File: config.mk
export PLATFORM = sky130hd
export DESIGN_NAME = ppd_decode
export DESIGN_NICKNAME = d
export VERILOG_FILES = /design/src/logic/ppd_pkg.sv /design/src/logic/ppd_decode.sv
export SDC_FILE = /design/constraint.sdc
export NUM_CORES = 1
export LEC_CHECK = 0
export CORE_MARGIN = 2
export CORE_UTILIZATION = 30
export DETAILED_ROUTE_END_ITERATION = 10
export DONT_BUFFER_PORTS = 1
export PLACE_DENSITY = 0.42
export SYNTH_ARGS = -nofsm -noshare
export SYNTH_HDL_FRONTEND = slang
export SYNTH_SLANG_ARGS = --single-unit
File: constraint.sdc
create_clock -name core_clk -period 9.1 [get_ports core_clk]
set_input_delay 0.91 -clock core_clk [delete_from_list [all_inputs] [get_ports core_clk]]
set_output_delay 0.91 -clock core_clk [all_outputs]
set_load 0.02 [all_outputs]
File: src/logic/ppd_pkg.sv
// constants and carrier types for the parallel-transfer and extended-ALU decoder
package ppd_pkg;
	localparam int ADDR_W = 32;
	localparam int MODE_W = 4;
	localparam int LMODE_LSB = 35;
	localparam int GMODE_LSB = 13;
	localparam int LLS_BIT = 21;
	localparam int LEXT_BIT = 31;
	localparam int GLS_BIT = 17;
	localparam int GEXT_BIT = 9;
	localparam int LSIZE_LSB = 39;
	localparam int GSIZE_LSB = 7;
	localparam int LRM_LSB = 41;
	localparam int GRM_LSB = 11;
	localparam int COND_LSB = 32;
	localparam int COND_W = 4;
	localparam int QUAL_SRC_BIT = 43;
	localparam int QUAL_RES_BIT = 44;
	localparam int QUAL_GLB_BIT = 45;
	localparam int FUNC_LSB = 19;
	localparam int FUNC_W = 8;
	localparam int EOP_ARITH_BIT = 27;
	localparam int EOP_ADD1_BIT = 28;
	localparam int EOP_CIN_BIT = 29;
	localparam int MODE_IMM_BIT = 1;
	localparam int MODE_SUB_BIT = 0;
	localparam logic [1:0] MODE_NOP = 2'h0;
	localparam logic [1:0] MODE_POST = 2'h1;
	localparam logic [1:0] MODE_PRE = 2'h2;
	localparam logic [1:0] MODE_PREWB = 2'h3;
	localparam logic [1:0] SZ_BYTE = 2'h0;
	localparam logic [1:0] SZ_HALF = 2'h1;
	localparam logic [1:0] SZ_WORD = 2'h2;
	localparam logic [1:0] SZ_RSV = 2'h3;
	localparam logic [1:0] RM_ABS = 2'h0;
	localparam logic [1:0] RM_RSV = 2'h1;
	localparam logic [1:0] RM_DBA = 2'h2;
	localparam logic [1:0] RM_PBA = 2'h3;
	localparam logic [3:0] FMT_1 = 4'h1;
	localparam logic [3:0] FMT_2 = 4'h2;
	localparam logic [3:0] FMT_FIELD = 4'h3;
	localparam logic [3:0] FMT_4 = 4'h4;
	localparam logic [3:0] FMT_5 = 4'h5;
	localparam logic [3:0] FMT_6 = 4'h6;
	localparam logic [3:0] FMT_COND_LO = 4'h7;
	localparam logic [3:0] FMT_9 = 4'h9;
	localparam logic [3:0] FMT_COND_HI = 4'hA;
	localparam logic [3:0] FMT_DIMM = 4'hD;
	localparam logic [3:0] CC_U = 4'h0;
	localparam logic [3:0] CC_P = 4'h1;
	localparam logic [3:0] CC_LS = 4'h2;
	localparam logic [3:0] CC_HI = 4'h3;
	localparam logic [3:0] CC_LT = 4'h4;
	localparam logic [3:0] CC_LE = 4'h5;
	localparam logic [3:0] CC_GE = 4'h6;
	localparam logic [3:0] CC_GT = 4'h7;
	localparam logic [3:0] CC_C = 4'h8;
	localparam logic [3:0] CC_NC = 4'h9;
	localparam logic [3:0] CC_Z = 4'hA;
	localparam logic [3:0] CC_NZ = 4'hB;
	localparam logic [3:0] CC_V = 4'hC;
	localparam logic [3:0] CC_NV = 4'hD;
	localparam logic [3:0] CC_N = 4'hE;
	localparam logic [3:0] CC_NN = 4'hF;
	localparam logic [7:0] FN_PASS_C = 8'hF0;
	localparam logic [7:0] FN_A_PLUS_B = 8'h66;

	typedef struct packed {
		logic n;
		logic z;
		logic c;
		logic v;
	} ppd_flags_t;

	typedef struct packed {
		logic access;
		logic wb;
		logic ld;
		logic sext;
		logic arith;
		logic [1:0] size;
		logic [ADDR_W-1:0] addr;
		logic [ADDR_W-1:0] new_ptr;
	} ppd_xfer_t;

	typedef struct packed {
		logic src;
		logic res;
		logic glob;
	} ppd_gate_t;
endpackage
File: src/logic/ppd_decode.sv
// parallel-transfer addressing, condition and extended-ALU decoder
// Operation
// - local mode from bits 35-38, global mode from bits 13-16 where carried
// - mode 00xx no address op; 01xx access at pointer then update pointer
// - mode 10xx access at pointer plus/minus offset, pointer unchanged
// - mode 11xx access at pointer plus/minus offset, result written to pointer
// - index register comes from the same unit as the pointer
// - local load/store select bit 21, extension select bit 31
// - global load/store select bit 17, extension select bit 9
// - 10 zero load, 11 sign load, 00 store, 01 address arithmetic
// - size 00 byte, 01 halfword, 10 word, 11 reserved
// - field-move format 3 accepts only byte and halfword
// - relative field 00 absolute, 01 reserved, 10 data RAM base, 11 parameter base
// - formats 7-10 gate source, result, global by their own qualifier bits
// - 32-bit-immediate format gates only the result write
// - condition bits 35-32; u, positive, lower-or-same, higher
// - signed codes lt, le, ge, gt from N, V and Z
// - codes 8-F give C, ~C, Z, ~Z, V, ~V, N, ~N
// - extended ALU operation comes from the extended-op register at execution
// - boolean mode bits 19-26 enable the eight minterms of A, B, C
// - optional add of one or carry-in to the result
// - arithmetic mode A AND f1(B,C) plus f2(B,C), code is (A AND f1) xor f2
// - select codes 28/3C and 82/C3 choose B or its complement by C
`timescale 1ns/1ns
module ppd_decode import ppd_pkg::*; #(
	parameter int DW = 32
) (
	input wire logic core_clk,
	input wire logic rst_n,
	input wire logic instr_valid,
	input wire logic [63:0] instr,
	input wire logic [3:0] pp_fmt,
	input wire ppd_flags_t flags,
	input wire logic [ADDR_W-1:0] local_ptr,
	input wire logic [ADDR_W-1:0] local_idx,
	input wire logic [ADDR_W-1:0] local_imm,
	input wire logic [ADDR_W-1:0] global_ptr,
	input wire logic [ADDR_W-1:0] global_idx,
	input wire logic [ADDR_W-1:0] global_imm,
	input wire logic [ADDR_W-1:0] dba_base,
	input wire logic [ADDR_W-1:0] pba_base,
	input wire logic [31:0] extended_op_select_reg,
	input wire logic [DW-1:0] alu_a,
	input wire logic [DW-1:0] alu_b,
	input wire logic [DW-1:0] alu_c,
	input wire logic carry_in,
	output logic out_valid,
	output ppd_xfer_t local_xfer,
	output ppd_xfer_t global_xfer,
	output ppd_gate_t gate,
	output logic [DW-1:0] extended_arith_unit_result,
	output logic extended_arith_unit_carry
);

	function automatic ppd_xfer_t au_decode(
		input logic [MODE_W-1:0] mode,
		input logic ls,
		input logic ext,
		input logic [1:0] sz,
		input logic [1:0] rm,
		input logic fmove,
		input logic [ADDR_W-1:0] ptr,
		input logic [ADDR_W-1:0] idx,
		input logic [ADDR_W-1:0] imm,
		input logic [ADDR_W-1:0] bd,
		input logic [ADDR_W-1:0] bp
	);
		ppd_xfer_t x;
		logic [ADDR_W-1:0] off;
		logic [ADDR_W-1:0] calc;
		logic [ADDR_W-1:0] base;
		logic bad;
		logic act;
		x = '0;
		// caller passes the index of the pointer's own unit
		off = mode[MODE_IMM_BIT] ? imm : idx;
		calc = mode[MODE_SUB_BIT] ? ptr - off : ptr + off;
		case (rm)
			RM_DBA: base = bd;
			RM_PBA: base = bp;
			default: base = '0;
		endcase
		bad = (sz == SZ_RSV) || (rm == RM_RSV);
		if (fmove && sz == SZ_WORD) begin
			bad = 1'b1;
		end
		x.ld = ls;
		x.sext = ls & ext;
		x.arith = ~ls & ext;
		x.size = sz;
		case (mode[3:2])
			MODE_POST: begin
				x.addr = ptr;
				x.new_ptr = calc;
				x.wb = 1'b1;
			end
			MODE_PRE: begin
				x.addr = calc;
				x.new_ptr = ptr;
			end
			MODE_PREWB: begin
				x.addr = calc;
				x.new_ptr = calc;
				x.wb = 1'b1;
			end
			default: begin
				x.new_ptr = ptr;
			end
		endcase
		act = (mode[3:2] != MODE_NOP) && !bad;
		// base is applied to the access only; the pointer keeps its unit-relative value
		x.addr = act ? x.addr + base : '0;
		x.access = act && !x.arith;
		x.wb = x.wb && act;
		return x;
	endfunction

	function automatic logic cond_eval(input logic [COND_W-1:0] cc, input ppd_flags_t f);
		logic r;
		r = 1'b1;
		case (cc)
			CC_U: r = 1'b1;
			CC_P: r = ~f.n & ~f.z;
			CC_LS: r = ~f.c | f.z;
			CC_HI: r = f.c & ~f.z;
			CC_LT: r = f.n ^ f.v;
			CC_LE: r = (f.n ^ f.v) | f.z;
			CC_GE: r = ~(f.n ^ f.v);
			CC_GT: r = ~(f.n ^ f.v) & ~f.z;
			CC_C: r = f.c;
			CC_NC: r = ~f.c;
			CC_Z: r = f.z;
			CC_NZ: r = ~f.z;
			CC_V: r = f.v;
			CC_NV: r = ~f.v;
			CC_N: r = f.n;
			CC_NN: r = ~f.n;
			default: r = 1'b1;
		endcase
		return r;
	endfunction

	logic [MODE_W-1:0] lmode;
	logic [MODE_W-1:0] gmode;
	logic has_local;
	logic has_global;
	logic cond_fmt;
	logic cond_ok;
	ppd_xfer_t next_local;
	ppd_xfer_t next_global;
	ppd_gate_t next_gate;

	assign lmode = instr[LMODE_LSB +: MODE_W];
	assign gmode = instr[GMODE_LSB +: MODE_W];
	assign has_local = pp_fmt inside {FMT_1, FMT_2, FMT_FIELD, FMT_4, FMT_6};
	assign has_global = pp_fmt inside {FMT_1, FMT_5, FMT_9};
	assign cond_fmt = (pp_fmt >= FMT_COND_LO) && (pp_fmt <= FMT_COND_HI);
	assign cond_ok = cond_eval(instr[COND_LSB +: COND_W], flags);

	always_comb begin
		next_local = au_decode(lmode, instr[LLS_BIT], instr[LEXT_BIT],
			instr[LSIZE_LSB +: 2], instr[LRM_LSB +: 2], pp_fmt == FMT_FIELD,
			local_ptr, local_idx, local_imm, dba_base, pba_base);
		next_global = au_decode(gmode, instr[GLS_BIT], instr[GEXT_BIT],
			instr[GSIZE_LSB +: 2], instr[GRM_LSB +: 2], 1'b0,
			global_ptr, global_idx, global_imm, dba_base, pba_base);
		next_gate = '{src: 1'b1, res: 1'b1, glob: 1'b1};
		if (cond_fmt) begin
			next_gate.src = !instr[QUAL_SRC_BIT] || cond_ok;
			next_gate.res = !instr[QUAL_RES_BIT] || cond_ok;
			next_gate.glob = !instr[QUAL_GLB_BIT] || cond_ok;
		end else if (pp_fmt == FMT_DIMM) begin
			next_gate.res = cond_ok;
		end
		if (!has_local || !instr_valid) begin
			next_local.access = 1'b0;
			next_local.wb = 1'b0;
		end
		// a failed global condition cancels both the access and the pointer update
		if (!has_global || !instr_valid || !next_gate.glob) begin
			next_global.access = 1'b0;
			next_global.wb = 1'b0;
		end
	end

	always_ff @(posedge core_clk) begin
		if (!rst_n) begin
			out_valid <= 1'b0;
			local_xfer <= '0;
			global_xfer <= '0;
			gate <= '0;
		end else begin
			out_valid <= instr_valid;
			local_xfer <= next_local;
			global_xfer <= next_global;
			gate <= instr_valid ? next_gate : '0;
		end
	end

	// extended ALU: the opcode only brings operands, the register names the operation
	logic [FUNC_W-1:0] func_code;
	logic arith_mode;
	logic [DW-1:0] bool_v;
	logic [DW-1:0] f1_v;
	logic [DW-1:0] f2_v;
	logic [DW:0] next_sum;
	logic inc;

	assign func_code = extended_op_select_reg[FUNC_LSB +: FUNC_W];
	assign arith_mode = extended_op_select_reg[EOP_ARITH_BIT];
	assign inc = extended_op_select_reg[EOP_ADD1_BIT] ||
		(extended_op_select_reg[EOP_CIN_BIT] && carry_in);

	// minterm index is {C,B,A}; f2 is independent of A so it sits in the A=0 entries
	genvar i;
	generate
		for (i = 0; i < DW; i++) begin : g_bit
			assign bool_v[i] = func_code[{alu_c[i], alu_b[i], alu_a[i]}];
			assign f2_v[i] = func_code[{alu_c[i], alu_b[i], 1'b0}];
			assign f1_v[i] = func_code[{alu_c[i], alu_b[i], 1'b1}] ^ f2_v[i];
		end
	endgenerate

	always_comb begin
		if (arith_mode) begin
			next_sum = {1'b0, alu_a & f1_v} + {1'b0, f2_v} + {{DW{1'b0}}, inc};
		end else begin
			next_sum = {1'b0, bool_v} + {{DW{1'b0}}, inc};
		end
	end

	always_ff @(posedge core_clk) begin
		if (!rst_n) begin
			extended_arith_unit_result <= '0;
			extended_arith_unit_carry <= 1'b0;
		end else begin
			extended_arith_unit_result <= next_sum[DW-1:0];
			extended_arith_unit_carry <= next_sum[DW];
		end
	end

	property p_nop_mode;
		@(posedge core_clk) disable iff (!rst_n)
		out_valid && $past(lmode[3:2] == MODE_NOP) |-> !local_xfer.access && !local_xfer.wb;
	endproperty
	a_nop_mode: assert property (p_nop_mode) else $error("no-op mode produced a transfer");

	property p_post_addr;
		@(posedge core_clk) disable iff (!rst_n)
		local_xfer.access && $past(lmode[3:2] == MODE_POST && instr[LRM_LSB +: 2] == RM_ABS)
		|-> local_xfer.addr == $past(local_ptr) && local_xfer.wb;
	endproperty
	a_post_addr: assert property (p_post_addr) else $error("post mode address wrong");

	property p_pre_nowb;
		@(posedge core_clk) disable iff (!rst_n)
		out_valid && $past(lmode[3:2] == MODE_PRE) |-> !local_xfer.wb;
	endproperty
	a_pre_nowb: assert property (p_pre_nowb) else $error("pre mode wrote pointer");

	property p_prewb;
		@(posedge core_clk) disable iff (!rst_n)
		local_xfer.access && $past(lmode[3:2] == MODE_PREWB && instr[LRM_LSB +: 2] == RM_ABS)
		|-> local_xfer.addr == local_xfer.new_ptr && local_xfer.wb;
	endproperty
	a_prewb: assert property (p_prewb) else $error("pre-modify address differs from pointer");

	property p_global_index;
		@(posedge core_clk) disable iff (!rst_n)
		global_xfer.wb && $past(gmode == {MODE_PREWB, 2'b00})
		|-> global_xfer.new_ptr == ADDR_W'($past(global_ptr) + $past(global_idx));
	endproperty
	a_global_index: assert property (p_global_index) else $error("global index not from global unit");

	property p_local_type;
		@(posedge core_clk) disable iff (!rst_n)
		local_xfer.access |-> local_xfer.ld == $past(instr[LLS_BIT])
			&& local_xfer.sext == ($past(instr[LLS_BIT]) && $past(instr[LEXT_BIT]));
	endproperty
	a_local_type: assert property (p_local_type) else $error("local transfer type wrong");

	property p_global_arith;
		@(posedge core_clk) disable iff (!rst_n)
		out_valid && $past(!instr[GLS_BIT] && instr[GEXT_BIT]) |-> !global_xfer.access;
	endproperty
	a_global_arith: assert property (p_global_arith) else $error("address arithmetic accessed memory");

	property p_reserved;
		@(posedge core_clk) disable iff (!rst_n)
		out_valid && $past(instr[LSIZE_LSB +: 2] == SZ_RSV || instr[LRM_LSB +: 2] == RM_RSV)
		|-> !local_xfer.access && !local_xfer.wb;
	endproperty
	a_reserved: assert property (p_reserved) else $error("reserved code made a transfer");

	property p_field_word;
		@(posedge core_clk) disable iff (!rst_n)
		out_valid && $past(pp_fmt == FMT_FIELD && instr[LSIZE_LSB +: 2] == SZ_WORD) |-> !local_xfer.access;
	endproperty
	a_field_word: assert property (p_field_word) else $error("field move accepted word size");

	property p_dimm_gate;
		@(posedge core_clk) disable iff (!rst_n)
		out_valid && $past(pp_fmt == FMT_DIMM) |-> gate.src && gate.glob
			&& gate.res == $past(cond_ok);
	endproperty
	a_dimm_gate: assert property (p_dimm_gate) else $error("immediate format gated wrong term");

	property p_always;
		@(posedge core_clk) disable iff (!rst_n)
		out_valid && $past(cond_fmt && instr[COND_LSB +: COND_W] == CC_U) |-> gate.src && gate.res && gate.glob;
	endproperty
	a_always: assert property (p_always) else $error("unconditional code blocked");

	property p_bool_pass;
		@(posedge core_clk) disable iff (!rst_n)
		!arith_mode && func_code == FN_PASS_C && !inc |=> extended_arith_unit_result == $past(alu_c);
	endproperty
	a_bool_pass: assert property (p_bool_pass) else $error("boolean minterm select wrong");

	property p_arith_add;
		@(posedge core_clk) disable iff (!rst_n)
		arith_mode && func_code == FN_A_PLUS_B && !inc |=> extended_arith_unit_result == DW'($past(alu_a) + $past(alu_b));
	endproperty
	a_arith_add: assert property (p_arith_add) else $error("arithmetic A plus B wrong");

	// the base is added to the access address only, never to the pointer
	property p_post_base;
		@(posedge core_clk) disable iff (!rst_n)
		local_xfer.access && $past(lmode[3:2] == MODE_POST && instr[LRM_LSB +: 2] == RM_DBA)
		|-> local_xfer.addr == ADDR_W'($past(local_ptr) + $past(dba_base));
	endproperty
	a_post_base: assert property (p_post_base) else $error("data RAM base not applied");

	property p_global_gate;
		@(posedge core_clk) disable iff (!rst_n)
		out_valid && $past(cond_fmt && instr[QUAL_GLB_BIT] && !cond_ok) |-> !global_xfer.access && !global_xfer.wb;
	endproperty
	a_global_gate: assert property (p_global_gate) else $error("failed condition passed global transfer");

	c_post: cover property (@(posedge core_clk) disable iff (!rst_n) local_xfer.access && local_xfer.wb);
	c_cond_block: cover property (@(posedge core_clk) disable iff (!rst_n) out_valid && !gate.glob);
	c_arith_carry: cover property (@(posedge core_clk) disable iff (!rst_n) extended_arith_unit_carry);
	c_global_arith: cover property (@(posedge core_clk) disable iff (!rst_n) global_xfer.wb && global_xfer.arith);

endmodule // ppd_decode

==> impl_metrics.csv <==
group,metric,value,unit
outcome,status,"finished, final reports clean",
synthesis,synthDistinctLibCells,88,
pwr,power_density,158.2,nW/µm²
synthesis,yosysTopAreaCellShare,17.92,%
place,place.gp.congestion,0.9217,
floorplan,die-width,262.2,µm
timing,slew_headroom,19.42,%
synthesis,synth_edf_count,0,
setup_path,critPathCaptureType,"register",
place,hpwl,62830,µm
worst_hold_path,hold_end,"gate[2]",
clocking,clock_path_buffers,2,
route,dr.pass1.iters,5,
synthesis,yosysWarnings,0,
place,port_buffers,0,
global_route,overflow,0,
timing,slew_viol_final,0,
route,drc,0,
layout,insertedDiodeCount,0,
timing,tightest_slew,1.178,ns
route,post_drt_wl_per_cell,23.46,µm
clocking,clk_pin_slew,0.09,ns
floorplan,die_h,262.2,µm
clocking,htree_levels,4,
worst_hold_path,hold_path_class,"in2reg",
synthesis,ys_top_cells_by_count,"283 x nor2_1, 192 x mux2i_1, 179 x dfxtp_1, 172 x nand2_1, 158 x a21oi_1",
clocking,cts_root_buf,"clkbuf_16",
layout,nets,2999,
setup_path,critPathMaxFanout,63,
pwr,leakage,9.006,nW
timing,whs,0.4963,ns
synthesis,avgSynthCellArea,8.014,µm²
floorplan,dieArea,68730,µm²
timing,rsz0062_at_grt,"false",
global_route,grt_pass1_vias,17956,
synthesis,postSynthCellCount,2495,
setup_path,startpoint_type,"primary input",
timing,post-route-period-util,84.38,%
route,routed_wirelength,76890,µm
synthesis,syn_nets,3093,
clocking,numCtsBuffers,17,
synthesis,ys_async_sr_fraction,0,%
floorplan,num_rows,94,
worst_hold_path,holdPathStages,1,
synthesis,seq_area_frac_synth,17.92,%
timing,fmaxAchievable,130.2,MHz
synthesis,yosys-top-cells-area,"dfxtp_1 18%, mux2i_1 9.6%, ha_1 8.4%",
floorplan,start_util,30.36,%
clocking,cts_tree,"done",
synthesis,synth_top_area_cell,"dfxtp_1",
setup_path,worstSetupPathType,"in2reg",
global_route,grt_usage,21.44,%
pwr,vdd_drop_max,102.3,µV
layout,area_growth,6.214,%
global_route,antenna_found_initial,0,
clocking,numClockSinks,179,
layout,filler_cell_count,7041,
timing,period_needed,7.679,ns
synthesis,syn_area,19990,µm²
global_route,grt_pass1_wl,111100,µm
timing,finalSetupViolCount,0,
timing,finalHoldViolCount,0,
global_route,grt_max_degree,85,
run,max-cap-violations,0,
setup_path,cp.required,9.46,ns
synthesis,synth-seq-cells,179,
route,drtAntennaViolNets,0,
synthesis,synthFlopType,"dfxtp_1",
clocking,cts-resized-gates,0,
clocking,cts_hold_buffers,0,
floorplan,core,65860,µm²
synthesis,synth.most_common_cell,"nor2_1",
floorplan,ios,639,
worst_hold_path,worstHoldStart,"instr[43]",
clocking,post_cts_buffers,0,
timing,fin_setup_tns,0,ns
pwr,power.total,3.360,mW
route,viasPerCell,5.606,
route,via_count,18377,
route,drt-initial-drc-count,908,
setup_path,critPathArrivalTime,8.03,ns
layout,drive_above_1_share,6.752,%
state kept, by name (all words and copies together), names as in the netlist:
| name | count |
|---|---|
| extended_arith_unit_carry | 1 |
| extended_arith_unit_result | 32 |
| gate | 3 |
| global_xfer | 71 |
| local_xfer | 71 |
| out_valid | 1 |
critical path, stage by stage:
cell	delay, ns
mux2i_1	0.34
o221ai_1	0.30
nor4_1	0.59
and2_1	0.24
a21oi_1	0.08
xor2_1	0.18
ha_1	0.34
inv_1	0.08
nor3_1	0.29
nand2_1	0.09
a211oi_1	0.33
o21ai_0	0.20
nand2b_1	0.11
a21oi_1	0.08
xnor2_1	0.15
a22o_1	0.22
ha_1	0.36
a21oi_1	0.21
o211ai_1	0.14
or2_2	0.29
a2111oi_0	1.01
nor4_1	0.21
o41ai_1	0.59
nand2b_1	0.20
o21ai_0	0.11
xor2_1	0.19
xnor2_1	0.13
nor2_1	0.05
logic make-up after synthesis:
| kind of cell | count (synthesis) | synth area share, % |
|---|---|---|
| XOR/XNOR | 192 | 8.410 |
| multiplexers | 279 | 18.02 |
| AO/OA/AOI/OAI | 659 | 21.78 |
| AND/OR/NAND/NOR | 862 | 21.49 |
| buffers and inverters | 186 | 3.592 |
| adder cells (fa/ha/maj) | 138 | 8.786 |
| flip-flops | 179 | 17.92 |
metal layers:
metal	GRT usage, %	part of all wire, %
met1	25.80	42
met5	0	0
met2	37.28	49
met3	6.530	7.6
met4	4.991	1.6
how the worst max path moves through the flow:
stage,start,end,slack (ns),depth (start not counted)
2_1_floorplan,instr[14],global_xfer[63],0.95,36
6_report,instr[14],global_xfer[63],1.42,28
3_3_place_gp,instr[14],global_xfer[63],1.16,28
5_1_grt,instr[14],global_xfer[61],0.73,28
4_1_cts,instr[14],global_xfer[63],1.55,28
3_5_place_dp,instr[14],global_xfer[63],1.06,28
cell type report:
type | count | area (µm²) | share of cell area, %
timing repair buffer | 5 | 37.54 | 0.1768
inverter | 68 | 256.5 | 1.208
sequential | 179 | 3583 | 16.87
clock buffer | 17 | 425.4 | 2.003
multi-input combinational | 2130 | 15700 | 73.91
clock inverter | 15 | 157.7 | 0.7424
tap | 864 | 1081 | 5.090
cell usage in the layout (no fill, tap or decap), types with 19 or more instances in the layout:
cell        n
nor2_1    283
mux2_2     26
a22o_1     31
and2_1     29
xor2_1     93
nor2b_1    95
and3_1     30
ha_1      134
inv_1      67
o21bai_1   20
o21ai_0   140
nand3_1    33
o21a_1     40
dfxtp_1   179
a21oi_1   158
mux4_2     57
nand2b_1   42
a21o_1     82
a211oi_1   19
nor3_1     59
xnor2_1    99
nand2_1   172
mux2i_1   192
a31oi_1    31
per-stage QoR:
step / util, % / area [µm²] / instances / setup slack [ns]
floorplan: - / 19990 / 2495 / 0.9508
global placement: 31.36 / 20650 / 3246 / 1.161
detailed placement: 31.36 / 20650 / 3246 / 1.058
CTS: 32.24 / 21240 / 3278 / 1.554
global route: 32.24 / 21240 / 3278 / 0.7257
finish: 32.24 / 21240 / 3278 / 1.421
report_power, final:
part / internal, mW / switching (mW) / total (mW)
Combinational: 0.663 / 0.840 / 1.50
Clock: 0.368 / 0.409 / 0.777
Sequential: 0.885 / 0.194 / 1.08
Power figures use the tool's default switching activity.
